===== src/prebyte_decoder_pkg.sv =====
// Shared encodings for the prefix-aware instruction fetch and decoder.
// Assumes byte-wide program memory and a 16-bit program counter.
package prebyte_decoder_pkg;

  // Prefix byte codes
  localparam logic [7:0] PFX_Y_INDEX = 8'h90;
  localparam logic [7:0] PFX_INDIRECT = 8'h92;
  localparam logic [7:0] PFX_Y_INDIRECT = 8'h91;

  // Opcodes with a fixed meaning outside the row layout
  localparam logic [7:0] OPC_REL_CALL = 8'hAD;
  localparam logic [7:0] OPC_MUL = 8'h42;

  // Program counter after reset
  localparam logic [15:0] RESET_PC = 16'h0000;
  // Page of short pointers and short indirect addresses
  localparam logic [7:0] PTR_PAGE = 8'h00;

  // Size of the instruction set
  localparam int INSTR_COUNT = 63;

  typedef enum logic [1:0] {
    PF_NONE, PF_Y, PF_IND, PF_YIND
  } prefix_e;

  typedef enum logic [3:0] {
    AM_INH, AM_IMM, AM_DIR, AM_EXT, AM_IX, AM_IX8, AM_IX16,
    AM_REL, AM_BIT, AM_BITREL
  } amode_e;

  // Operations, ordered by group; I_RSV marks an undefined opcode
  typedef enum logic [5:0] {
    I_LD, I_CLR, I_PUSH, I_POP, I_RSP, I_INC, I_DEC,
    I_CP, I_TNZ, I_BCP, I_AND, I_OR, I_XOR, I_CPL, I_NEG,
    I_BSET, I_BRES, I_BTJT, I_BTJF,
    I_ADC, I_ADD, I_SUB, I_SBC, I_MUL,
    I_SLL, I_SRL, I_SRA, I_RLC, I_RRC, I_SWAP,
    I_JP, I_CALL, I_RELCALL, I_NOP, I_RET, I_RELJUMP,
    I_TRAP, I_WFI, I_HALT, I_IRET,
    I_SIM, I_RIM, I_SCF, I_RCF, I_RSV
  } op_e;

  function automatic prefix_e prefixOf(input logic [7:0] b);
    case (b)
      PFX_Y_INDEX: prefixOf = PF_Y;
      PFX_INDIRECT: prefixOf = PF_IND;
      PFX_Y_INDIRECT: prefixOf = PF_YIND;
      default: prefixOf = PF_NONE;
    endcase
  endfunction : prefixOf

endpackage : prebyte_decoder_pkg


===== src/opcode_classifier.sv =====
// Combinational opcode classifier: operation, mode, byte count, legality.
// Assumes the caller supplies the pending prefix, or none.
`timescale 1ns/1ps
module opcode_classifier (
  // Byte under decode and pending prefix
  input wire logic [7:0] opcode,
  input wire prebyte_decoder_pkg::prefix_e prefix,
  // Decode result
  output prebyte_decoder_pkg::op_e op,
  output prebyte_decoder_pkg::amode_e mode,
  output logic [1:0] extraBytes,
  output logic longPtr,
  output logic useY,
  output logic indirect,
  output logic legal
);
  import prebyte_decoder_pkg::*;

  logic [3:0] row;
  logic [3:0] col;
  logic aluRow;
  logic xCol;
  logic idxMode;
  logic yOk;
  logic indOk;
  logic yIndOk;
  logic prefixOk;

  function automatic op_e aluOp(input logic [3:0] c);
    case (c)
      4'h0: aluOp = I_SUB;
      4'h1, 4'h3: aluOp = I_CP;
      4'h2: aluOp = I_SBC;
      4'h4: aluOp = I_AND;
      4'h5: aluOp = I_BCP;
      4'h8: aluOp = I_XOR;
      4'h9: aluOp = I_ADC;
      4'hA: aluOp = I_OR;
      4'hB: aluOp = I_ADD;
      4'hC: aluOp = I_JP;
      4'hD: aluOp = I_CALL;
      default: aluOp = I_LD;
    endcase
  endfunction : aluOp

  function automatic op_e rmwOp(input logic [7:0] opc);
    case (opc[3:0])
      4'h0: rmwOp = I_NEG;
      4'h2: rmwOp = (opc == OPC_MUL) ? I_MUL : I_RSV;
      4'h3: rmwOp = I_CPL;
      4'h4: rmwOp = I_SRL;
      4'h6: rmwOp = I_RRC;
      4'h7: rmwOp = I_SRA;
      4'h8: rmwOp = I_SLL;
      4'h9: rmwOp = I_RLC;
      4'hA: rmwOp = I_DEC;
      4'hC: rmwOp = I_INC;
      4'hD: rmwOp = I_TNZ;
      4'hE: rmwOp = I_SWAP;
      4'hF: rmwOp = I_CLR;
      default: rmwOp = I_RSV;
    endcase
  endfunction : rmwOp

  function automatic op_e miscOp(input logic [4:0] k);
    case (k)
      5'h00: miscOp = I_IRET;
      5'h01: miscOp = I_RET;
      5'h03: miscOp = I_TRAP;
      5'h04: miscOp = I_POP;
      5'h08: miscOp = I_PUSH;
      5'h0E: miscOp = I_HALT;
      5'h0F: miscOp = I_WFI;
      5'h14: miscOp = I_RSP;
      5'h17: miscOp = I_LD;
      5'h18: miscOp = I_RCF;
      5'h19: miscOp = I_SCF;
      5'h1A: miscOp = I_RIM;
      5'h1B: miscOp = I_SIM;
      5'h1D: miscOp = I_NOP;
      default: miscOp = I_RSV;
    endcase
  endfunction : miscOp

  assign row = opcode[7:4];
  assign col = opcode[3:0];

  always_comb begin
    case (row)
      4'h0: op = col[0] ? I_BTJF : I_BTJT;
      4'h1: op = col[0] ? I_BRES : I_BSET;
      4'h2: op = I_RELJUMP;
      4'h3, 4'h4, 4'h5, 4'h6, 4'h7: op = rmwOp(opcode);
      4'h8, 4'h9: op = miscOp({row[0], col});
      4'hA: begin
        case (col)
          4'h7, 4'hC, 4'hF: op = I_RSV;
          4'hD: op = I_RELCALL;
          default: op = aluOp(col);
        endcase
      end
      default: op = aluOp(col);
    endcase
  end

  always_comb begin
    case (row)
      4'h0: mode = AM_BITREL;
      4'h1: mode = AM_BIT;
      4'h2: mode = AM_REL;
      4'h3, 4'hB: mode = AM_DIR;
      4'h6, 4'hE: mode = AM_IX8;
      4'h7, 4'hF: mode = AM_IX;
      4'hA: mode = (opcode == OPC_REL_CALL) ? AM_REL : AM_IMM;
      4'hC: mode = AM_EXT;
      4'hD: mode = AM_IX16;
      default: mode = AM_INH;
    endcase
  end

  assign useY = (prefix == PF_Y) || (prefix == PF_YIND);
  assign indirect = (prefix == PF_IND) || (prefix == PF_YIND);

  always_comb begin
    case (mode)
      AM_EXT, AM_IX16: extraBytes = indirect ? 2'h1 : 2'h2;
      AM_BITREL: extraBytes = 2'h2;
      AM_INH, AM_IX: extraBytes = 2'h0;
      default: extraBytes = 2'h1;
    endcase
  end

  assign longPtr = indirect && ((mode == AM_EXT) || (mode == AM_IX16));

  assign aluRow = row >= 4'hA;
  assign xCol = (col == 4'h3) || (col == 4'hE) || (col == 4'hF);
  assign idxMode = (mode == AM_IX) || (mode == AM_IX8) || (mode == AM_IX16);
  assign yOk = idxMode || (row == 4'h5) || (op == I_MUL) ||
               (aluRow && xCol && (mode != AM_REL));
  assign indOk = (mode == AM_DIR) || (mode == AM_EXT) ||
                 (mode == AM_BIT) || (mode == AM_BITREL) ||
                 (mode == AM_REL) || (mode == AM_IX8) ||
                 (mode == AM_IX16);
  assign yIndOk = (mode == AM_IX8) || (mode == AM_IX16);

  always_comb begin
    case (prefix)
      PF_Y: prefixOk = yOk;
      PF_IND: prefixOk = indOk;
      PF_YIND: prefixOk = yIndOk;
      default: prefixOk = 1'b1;
    endcase
  end

  assign legal = (op != I_RSV) && prefixOk;

endmodule : opcode_classifier


===== src/prebyte_relative_decoder.sv =====
// Instruction fetch and decode with prefix bytes and relative targets.
// Assumes a byte-wide program memory on mclk acking at most one read per cycle
// while memReq is high, and a datapath taking instructions by valid/ready.
`timescale 1ns/1ps
module prebyte_relative_decoder (
  // Clock and reset
  input wire logic mclk,
  input wire logic rstn,
  // Program memory read port
  output logic memReq,
  output logic [15:0] memAddr,
  input wire logic [7:0] memRdata,
  input wire logic memAck,
  // Decoded instruction to the datapath
  output logic instValid,
  input wire logic instReady,
  output prebyte_decoder_pkg::op_e instOp,
  output prebyte_decoder_pkg::amode_e instMode,
  output logic [3:0] instSel,
  output logic instUseY,
  output logic instIndirect,
  output logic [15:0] instOperand,
  output logic [15:0] instRelTarget,
  output logic [15:0] instNextPc,
  output logic [2:0] instLength,
  output logic rsvdSeen,
  // Program counter redirect from the datapath
  input wire logic pcLoad,
  input wire logic [15:0] pcLoadValue
);
  import prebyte_decoder_pkg::*;

  typedef enum logic [2:0] {
    S_START, S_FIRST, S_OPCODE, S_OPER, S_PTR, S_LATCH, S_ISSUE
  } state_e;

  state_e state;
  state_e next_state;

  // Fetch position and captured bytes
  logic [15:0] pc;
  prefix_e prefix;
  logic [7:0] opcode;
  logic [7:0] op1;
  logic [7:0] op2;
  logic byteIdx;
  logic ptrIdx;
  logic [15:0] ptr;
  logic [2:0] len;

  // Decode held for the current instruction
  op_e decOp;
  amode_e decMode;
  logic [1:0] decExtra;
  logic decLong;
  logic decUseY;
  logic decInd;

  // Classifier view of the incoming byte
  op_e clsOp;
  amode_e clsMode;
  logic [1:0] clsExtra;
  logic clsLong;
  logic clsUseY;
  logic clsInd;
  logic clsLegal;
  prefix_e clsPrefix;
  prefix_e firstPrefix;

  // Handshake and sequencing terms
  logic byteTaken;
  logic inFetch;
  logic takePrefix;
  logic takeRsvd;
  logic takeOpcode;
  logic takeOper;
  logic takePtr;
  logic fetchByte;
  logic lastOper;
  logic operEnd;
  logic ptrDone;
  logic ptrEnd;
  logic accept;
  logic stopFetch;
  logic [15:0] pcPlus1;
  logic [15:0] addrStep;
  logic [15:0] redirectPc;
  logic [7:0] ptrBase;
  logic [7:0] relOffset;
  logic [15:0] relTarget;
  logic [15:0] operandVal;

  // The byte in flight is decoded before it is stored
  opcode_classifier u_classifier (
    .opcode(memRdata),
    .prefix(clsPrefix),
    .op(clsOp),
    .mode(clsMode),
    .extraBytes(clsExtra),
    .longPtr(clsLong),
    .useY(clsUseY),
    .indirect(clsInd),
    .legal(clsLegal)
  );

  assign byteTaken = memReq && memAck;
  assign inFetch = (state == S_FIRST) || (state == S_OPCODE);
  assign firstPrefix = prefixOf(memRdata);
  // prefix reaches only the next byte
  assign clsPrefix = (state == S_OPCODE) ? prefix : PF_NONE;

  assign takePrefix = byteTaken && (state == S_FIRST) &&
                      (firstPrefix != PF_NONE);
  assign takeRsvd = byteTaken && inFetch && !takePrefix && !clsLegal;
  assign takeOpcode = byteTaken && inFetch && !takePrefix && clsLegal;
  assign takeOper = byteTaken && (state == S_OPER);
  assign takePtr = byteTaken && (state == S_PTR);
  assign fetchByte = takePrefix || takeRsvd || takeOpcode || takeOper;
  assign accept = (state == S_ISSUE) && instReady;

  assign lastOper = ({1'b0, byteIdx} + 2'h1) == decExtra;
  assign operEnd = takeOper && lastOper;
  assign ptrDone = !decLong || ptrIdx;
  assign ptrEnd = takePtr && ptrDone;
  assign stopFetch = (takeOpcode && (clsExtra == 2'h0)) ||
                     (operEnd && !decInd) || ptrEnd;

  assign pcPlus1 = pc + 16'h0001;
  assign addrStep = memAddr + 16'h0001;
  assign redirectPc = pcLoad ? pcLoadValue : pc;
  // pointer address is the first operand byte
  assign ptrBase = (byteIdx == 1'b0) ? memRdata : op1;

  assign relOffset = (decMode == AM_BITREL) ? op2 :
                     (decInd ? ptr[7:0] : op1);
  // signed offset added to the program counter
  assign relTarget = pc + {{8{relOffset[7]}}, relOffset};
  assign operandVal = decInd ? ptr :
                      ((decExtra == 2'h2) && (decMode != AM_BITREL)) ?
                      {op1, op2} : {PTR_PAGE, op1};

  always_comb begin
    next_state = state;
    case (state)
      S_START: next_state = S_FIRST;
      S_FIRST, S_OPCODE: begin
        if (takePrefix) begin
          next_state = S_OPCODE;
        end else if (takeRsvd) begin
          next_state = S_FIRST;
        end else if (takeOpcode) begin
          next_state = (clsExtra == 2'h0) ? S_LATCH : S_OPER;
        end
      end
      S_OPER: begin
        if (operEnd) begin
          next_state = decInd ? S_PTR : S_LATCH;
        end
      end
      S_PTR: begin
        if (ptrEnd) begin
          next_state = S_LATCH;
        end
      end
      S_LATCH: next_state = S_ISSUE;
      S_ISSUE: begin
        if (instReady) begin
          next_state = S_FIRST;
        end
      end
      default: next_state = S_START;
    endcase
  end

  always_ff @(posedge mclk or negedge rstn) begin
    if (!rstn) begin
      state <= S_START;
    end else begin
      state <= next_state;
    end
  end

  always_ff @(posedge mclk or negedge rstn) begin
    if (!rstn) begin
      pc <= RESET_PC;
    end else if (accept) begin
      pc <= redirectPc;
    end else if (fetchByte) begin
      pc <= pcPlus1;
    end
  end

  // Memory request stays up across back-to-back reads
  always_ff @(posedge mclk or negedge rstn) begin
    if (!rstn) begin
      memReq <= 1'b0;
    end else if ((state == S_START) || accept) begin
      memReq <= 1'b1;
    end else if (stopFetch) begin
      memReq <= 1'b0;
    end
  end

  always_ff @(posedge mclk or negedge rstn) begin
    if (!rstn) begin
      memAddr <= RESET_PC;
    end else if (state == S_START) begin
      memAddr <= pc;
    end else if (accept) begin
      memAddr <= redirectPc;
    end else if (operEnd && decInd) begin
      memAddr <= {PTR_PAGE, ptrBase};
    end else if (takePtr) begin
      memAddr <= addrStep;
    end else if (fetchByte) begin
      memAddr <= pcPlus1;
    end
  end

  always_ff @(posedge mclk or negedge rstn) begin
    if (!rstn) begin
      prefix <= PF_NONE;
    end else if (takePrefix) begin
      prefix <= firstPrefix;
    end else if (takeRsvd || accept) begin
      prefix <= PF_NONE;
    end
  end

  always_ff @(posedge mclk or negedge rstn) begin
    if (!rstn) begin
      opcode <= 8'h00;
      decOp <= I_NOP;
      decMode <= AM_INH;
      decExtra <= 2'h0;
      decLong <= 1'b0;
      decUseY <= 1'b0;
      decInd <= 1'b0;
    end else if (takeOpcode) begin
      opcode <= memRdata;
      decOp <= clsOp;
      decMode <= clsMode;
      decExtra <= clsExtra;
      decLong <= clsLong;
      decUseY <= clsUseY;
      decInd <= clsInd;
    end
  end

  always_ff @(posedge mclk or negedge rstn) begin
    if (!rstn) begin
      len <= 3'h0;
    end else if (takePrefix) begin
      len <= 3'h1;
    end else if (takeOpcode) begin
      len <= (state == S_OPCODE) ? 3'h2 : 3'h1;
    end else if (takeOper) begin
      len <= len + 3'h1;
    end
  end

  always_ff @(posedge mclk or negedge rstn) begin
    if (!rstn) begin
      op1 <= 8'h00;
      op2 <= 8'h00;
      byteIdx <= 1'b0;
    end else if (takeOpcode) begin
      byteIdx <= 1'b0;
    end else if (takeOper) begin
      byteIdx <= 1'b1;
      if (byteIdx == 1'b0) begin
        op1 <= memRdata;
      end else begin
        op2 <= memRdata;
      end
    end
  end

  // pointer or offset read from memory
  always_ff @(posedge mclk or negedge rstn) begin
    if (!rstn) begin
      ptr <= 16'h0000;
      ptrIdx <= 1'b0;
    end else if (operEnd) begin
      ptrIdx <= 1'b0;
    end else if (takePtr) begin
      ptrIdx <= 1'b1;
      if (decLong && !ptrIdx) begin
        ptr[15:8] <= memRdata;
      end else if (decLong) begin
        ptr[7:0] <= memRdata;
      end else begin
        ptr <= {PTR_PAGE, memRdata};
      end
    end
  end

  always_ff @(posedge mclk or negedge rstn) begin
    if (!rstn) begin
      instValid <= 1'b0;
    end else if (state == S_LATCH) begin
      instValid <= 1'b1;
    end else if (accept) begin
      instValid <= 1'b0;
    end
  end

  // Results frozen while the instruction is offered
  always_ff @(posedge mclk or negedge rstn) begin
    if (!rstn) begin
      instOp <= I_NOP;
      instMode <= AM_INH;
      instSel <= 4'h0;
      instUseY <= 1'b0;
      instIndirect <= 1'b0;
      instOperand <= 16'h0000;
      instRelTarget <= RESET_PC;
      instNextPc <= RESET_PC;
      instLength <= 3'h0;
    end else if (state == S_LATCH) begin
      instOp <= decOp;
      instMode <= decMode;
      instSel <= opcode[3:0];
      instUseY <= decUseY;
      instIndirect <= decInd;
      instOperand <= operandVal;
      // target for jumps and relative call
      instRelTarget <= relTarget;
      instNextPc <= pc;
      instLength <= len;
    end
  end

  // one-cycle notice of a dropped opcode, alone or with its prefix
  always_ff @(posedge mclk or negedge rstn) begin
    if (!rstn) begin
      rsvdSeen <= 1'b0;
    end else begin
      rsvdSeen <= takeRsvd;
    end
  end

endmodule : prebyte_relative_decoder


===== config.mk =====
export PLATFORM = sky130hd
export DESIGN_NAME = prebyte_relative_decoder
export DESIGN_NICKNAME = d
export VERILOG_FILES = /design/src/prebyte_decoder_pkg.sv /design/src/opcode_classifier.sv /design/src/prebyte_relative_decoder.sv
export SDC_FILE = /design/constraint.sdc
export NUM_CORES = 1
export LEC_CHECK = 0
export ABC_CLOCK_PERIOD_IN_PS = 4200
export BUFFER_PORTS_ARGS = -buffer_cell sky130_fd_sc_hd__buf_2
export CAP_MARGIN = 20
export CORE_MARGIN = 5
export CORE_UTILIZATION = 35
export CTS_CLUSTER_SIZE = 16
export DETAILED_ROUTE_END_ITERATION = 16
export PLACE_DENSITY = 0.48
export SLEW_MARGIN = 0
export SYNTH_ARGS = -nofsm -noshare
export SYNTH_HDL_FRONTEND = slang
export SYNTH_SLANG_ARGS = --single-unit

===== constraint.sdc =====
create_clock -name mclk -period 4.2 [get_ports mclk]
set_input_delay 0.21 -clock mclk [delete_from_list [all_inputs] [get_ports mclk]]
set_output_delay 0.21 -clock mclk [all_outputs]
set_load 0.03 [all_outputs]

Word-level counts from Yosys, hierarchy flattened
Memories as Yosys holds them, arrays and structs flattened.
Index checks and enable logic that the tools add are counted.
Word-level totals
  bits in registers: 163
  ROM bits: 320
  input port bits: 29
  logic and storage cells: 233
  memories: 3
Operators by class
  add/sub/neg operators: 5
  $lt $le $gt $ge: 1
  equal/unequal tests: 61
  multiplexer cells: 50
  bitwise operators: 3
  reductions and logical operators: 80
Memories
  (name not given): words 32, width 5, read ports 1, clocked after Yosys merged registers in 0, write ports 0, RTL line opcode_classifier.sv:66  | case (k)
  (name not given): words 16, width 5, read ports 1, clocked after Yosys merged registers in 0, write ports 0, RTL line opcode_classifier.sv:30  | case (c)
  (name not given): words 16, width 5, read ports 1, clocked after Yosys merged registers in 0, write ports 0, RTL line opcode_classifier.sv:30
Operators with widths (count)
  two-way mux 16 bit: 9
  case mux 6 bit (13 select lines): 1
  equality test 4 bit, second input constant: 18
  equality test 4 x 3 -> 1 bit, second input constant: 11
  two-way mux 8 bit: 5
  case mux 4 bit (9 select lines): 1
  case mux 6 bit (6 select lines): 1
  two-way mux 3 bit: 11
  adder 16 x 1 -> 16 bit, second input constant: 2
  equality test 8 bit, second input constant: 4
  logical OR 1 bit: 26
  equality test 4 x 2 -> 1 bit, second input constant: 6
  logical AND 1 bit: 21
  case mux 3 bit (6 select lines): 1
  adder 16 bit: 1
  nonzero test 2 bit: 7
  OR reduction 2 bit: 7
  zero test 4 bit: 3
  two-way mux 2 bit: 6
  case mux 2 bit (3 select lines): 2
  case mux 6 bit (2 select lines): 1
  equality test 3 bit, second input constant: 3
  two-way mux 1 bit: 9
  AND reduction 3 bit: 3
  29 further kinds: 41

Longest topological paths before layout
  depth in word-level cells: 22
  depth in mapped cells: 16
  gate-level depth less buffers: 14

Cells and area by module
From an unflattened synthesis, not the netlist that was laid out.
Unflattened totals
  cell total of the unflattened synthesis: 1117
  area total of the unflattened synthesis: 10437.5 um^2
By module, submodules not included
  prebyte_relative_decoder: times used 1, cells an instance 924, area each 9185.1 um^2
  opcode_classifier: times used 1, cells an instance 193, area each 1252.5 um^2

Least setup slack after synthesis
No wires, ideal clock.
  kind: input to register
  start: input port memRdata[0]
  end: register op2[0]
  setup time: 0.127 ns
  arrival time: 3.452 ns
  setup slack: 0.621 ns
  stages: 14
  buffers on the path: 3
  path through: clkbuf_1 > inv_1 > ha_1 > clkbuf_1 > o31a_1 > o32ai_2 > o221ai_2 > a21boi_1 > o32ai_1 > o41a_1 > a2111oi_4 > or3_1 > buf_4 > mux2_1
Between the ends
  longest elaborated chain between the ends: 15
  elaborated cells on any way between the ends: 67
Ends and longest elaborated chain
  start: declaration: RTL line prebyte_relative_decoder.sv:12  | input wire logic [7:0] memRdata,
  branches (longest 15 deep; another with memory read (16 x 5 bit))
  end signal: assignment: RTL line prebyte_relative_decoder.sv:274  | op2 <= memRdata;
  end: declaration: RTL line prebyte_relative_decoder.sv:45  | logic [7:0] op2;
Parallel ways; which one is timed is not known.
A chain may end at the register's enable or synchronous reset.

Worst setup path in the final report
  start: register decMode[1]
  end: register instRelTarget[14]
Between the ends
  longest elaborated chain between the ends: 3
Ends and longest elaborated chain
  start: declaration: RTL line prebyte_relative_decoder.sv:53  | amode_e decMode;
  start signal: assignment: RTL line prebyte_relative_decoder.sv:242  | decMode <= clsMode;
  equality test 4 bit: RTL line prebyte_relative_decoder.sv:134  | assign relOffset = (decMode == AM_BITREL) ? op2 :
  two-way mux 8 bit: RTL line prebyte_relative_decoder.sv:134
  adder 16 bit: RTL line prebyte_relative_decoder.sv:137  | assign relTarget = pc + {{8{relOffset[7]}}, relOffset};
  end signal: assignment: RTL line prebyte_relative_decoder.sv:328  | instRelTarget <= relTarget;
  end: declaration: RTL line prebyte_relative_decoder.sv:23  | output logic [15:0] instRelTarget,
Every way passes these cells.

==> key figures <==
Run status
  • Outcome: finished clean

Critical path
  • Family with the most delay on the worst path: compound AO/OA/AOI/OAI gates
  • CP max-delay cell: dfrtp_1
  • CP Max Fanout: 17
  • WP buf/inv: 2
  • Slowest cell delay on critical path: around 0.41 ns
  • CP required: between 4 and 5 ns
  • Cells along the critical path: nor4bb_2 > buf_4 > o21ai_0 > ha_1 > fa_1 > a21o_1 > a21oi_1 > nor2b_1 > o21a_1 > o41ai_1 > buf_4 > o2111ai_1 > a31oi_1 > xor2_1 > o21ai_0
  • Critical Path AT: around 3.9 ns
  • Startpoint types: flop
  • CP endpoint kind: flop
  • Crit Path Class: flop to flop

Die
  • Io pins: between 100 and 150
  • Core Rows: slightly above 60
  • DIE WIDTH: around 180 um
  • Area of the core: around 28,000 um^2
  • Total die area: between 30,000 and 40,000 um^2
  • Initial core utilization: roughly 35%
  • Height of the die: about 180 um

Timing
  • Worst hold slack: approximately 0.043 ns
  • Worst Skew: ~0.012 ns
  • Slew HR: about 46%
  • Final min period: between 3 and 4 ns
  • Worst-margin pin slew: ~0.8 ns
  • Slack of the critical path: around 0.6 ns
  • Sum Neg Setup Slack: 0 ns
  • RSZ-0062 raised after global routing: false
  • Max Freq: 277 MHz
  • Fin crit share: a little under nine tenths
  • Final-report hold violation count: 0
  • Setup Viol. Count Final: 0
  • Max-slew violations: 0

Final layout
  • Ant diodes: 0
  • Finished Core Util: 41.0%
  • Nets: ~1,200
  • Layout cells sized above 1: 22.0%
  • Area Growth Syn to Fin: 15.7%
  • Fillers: about 2,800

Yosys
  • Synthesized area per cell: between 9 and 10 um^2
  • Post-synth cell types: 74
  • Count leader, synth: dfrtp_1
  • Mapped Nets: ~1,100
  • EDFF count, synth: 0
  • Synth warn: 0
  • Synth top cells by count: dfrtp_1 (159), nand2_1 (103), nor2_1 (98)
  • Post-Syn Instances: approximately 1,100
  • Post-synthesis instance area: between 9000 and 10,000 um^2
  • Yosys top cell by area: dfrtp_1
  • Top FF cell, synth: dfrtp_1
  • Sequential-to-total area share from yosys stat: between 40% and 50%
  • Yosys top cell area share: between 40% and 50%
  • Synth top area cells: dfrtp_1 (40%), mux2_2 (6.7%), o21ai_0 (4.7%)
  • #FFs+latches synth: between 150 and 200
  • Async set-reset flop share out of synthesis: 100%

Hold path
  • HP Class: input port to flop

Power
  • Clock Power Share: around 18%
  • Reg power frac: about a third
  • Pint: 4.82 mW
  • Pwr dens: 774 nW/um^2
  • Comb pwr share: around half
  • Sw Share: 45.4%
  • Leakage: about 5 nW
  • VDD IR max: around 0.43 mV
  • NetSw: approximately 4.0 mW

CTS
  • H-tree depth: 4
  • Clock sinks: roughly 160
  • Clock-pin slew on the worst setup and hold paths: about 0.07 ns
  • Max Buffers Root-to-Sink: 2
  • CTS tree: done
  • Post-CTS Setup Bufs: 0
  • Root Buffer Master: clkbuf_16
  • Clk Latency, worst-skew pair: between 0.4 and 0.5 ns
  • Number of buffers created by CTS: 17

Global route
  • Pin count of the biggest net entering global routing: 100
  • GRT Overall Usage: a little under a fifth
  • Number of global-route vias before repair: roughly 8,000
  • Initial antenna violation count: 0
  • First-pass GRT wire length: approximately 47,000 um
  • Gr ovfl total: 0

Place
  • Detail Placement HPWL: ~22,000 um
  • Port Buffers: 114
  • RePlAce Congestion: 0.874
  • Place WS: about 0.37 ns

Drt
  • Via count: 8,357
  • Vias per cell: between 5 and 6
  • Final WL: 30,100 um
  • Avg WL per Cell: 19.5 um
  • Final ANT Viol Nets: 0
  • Drt drc: 0
  • 1st-pass router iterations: 5
  • 1st-iter DRT viols: slightly above 700

Job
  • Max Cap Viol: 0
-- repair_timing --
item | 4_1_cts | 5_1_grt
resized for setup | 0 | 0
hold buffers | 1 | 0
endpoints found under the hold margin | 77 | 0
-- power by group through the flow --
| stage | Clock (mW) | Combinational, mW | Sequential [mW] |
|---|---|---|---|
| floorplan | 0 | 2.59 | 3.37 |
| global placement | 0 | 4.23 | 3.02 |
| detailed placement | 0 | 4.25 | 3.02 |
| CTS | 1.60 | 4.28 | 3.00 |
| global route | 1.66 | 4.72 | 3.11 |
| finish | 1.56 | 4.26 | 3.01 |
-- sequential cells by signal, indices dropped and copies added (netlist names), 2 cells and up --
name           flops
decOp              6
decMode            4
instNextPc        16
instRelTarget     16
prefix             2
ptr               16
instSel            4
state              3
instMode           4
instLength         3
memAddr           16
opcode             4
len                3
instOperand       16
op1                8
op2                8
decExtra           2
instOp             6
pc                16
-- final timing paths --
check                                                 to  slack, ns                          from  cells past startpoint
setup / recovery           instRelTarget[14]$_DFFE_PN0P_       0.59        decMode[1]$_DFFE_PN0P_                     15
hold / removal                        pc[14]$_DFFE_PN0P_       0.04               pcLoadValue[14]                      3
setup reg to reg           instRelTarget[14]$_DFFE_PN0P_       0.59        decMode[1]$_DFFE_PN0P_                     15
hold reg to reg             instRelTarget[9]$_DFFE_PN0P_       0.47  instRelTarget[9]$_DFFE_PN0P_                      2
max in group asynchronous          instOp[0]$_DFFE_PN1P_       2.78                          rstn                      3
min in group asynchronous  instRelTarget[15]$_DFFE_PN0P_       0.39                          rstn                      2
-- stage by stage --
stage	instance area, um^2	instances	power (mW)
after floorplan	9850	1074	5.96
after global placement	10800	1507	7.25
after detailed placement	10800	1508	7.28
after CTS	11400	1541	8.87
after global routing	11400	1542	9.49
final	11400	1542	8.82
-- layout by cell type (no fill, tap or decap), types with 19 or more instances in the layout --
| cell | count |
|---|---|
| a21oi_1 | 84 |
| buf_2 | 113 |
| buf_4 | 29 |
| dfrtp_1 | 159 |
| ha_1 | 26 |
| mux2_2 | 59 |
| mux2i_1 | 23 |
| nand2_1 | 102 |
| nand3_1 | 31 |
| nor2_1 | 98 |
| o21ai_0 | 92 |
| xnor2_1 | 27 |
| xor2_1 | 19 |
-- logic make-up (layout without fill, tap and decap cells) --
family / Yosys count / in the layout / synth area share (%)
muxes: 91 / 91 / 10.2
and+or+nand+nor: 323 / 323 / 15.2
DFF: 163 / 163 / 41.5
AOI/OAI and AO/OA: 321 / 321 / 21.3
buffers and inverters: 103 / 193 / 4.28
adders and majority gates: 27 / 27 / 3.51
xor gates and xnor gates: 46 / 46 / 4.09
-- tightest hold or removal path, cell delays in order --
cell and delay [ns]:
buf_2 0.09, nor2_1 0.04, nor2_1 0.09
-- layer usage --
layer / part of all wire [%] / vias up / GRT usage, %
li1: - / 4071 / -
met3: 5.4 / 31 / 2.79
met4: 1.8 / 0 / 5.45
met2: 41 / 255 / 26.4
met1: 52 / 4000 / 30.6
met5: 0 / - / 0
-- final cells by class --
cell class | instances | area [um^2] | area share [%]
Clock buffer | 20 | 457 | 4.01
Multi-Input combinational cell | 808 | 5360 | 47.1
Timing Repair Buffer | 146 | 843 | 7.40
Clock inverter | 12 | 121 | 1.06
Inverter | 15 | 56.3 | 0.494
Tap cell | 378 | 473 | 4.15
Sequential cell | 163 | 4080 | 35.8
Note: power is estimated with default switching activity, not from simulation.
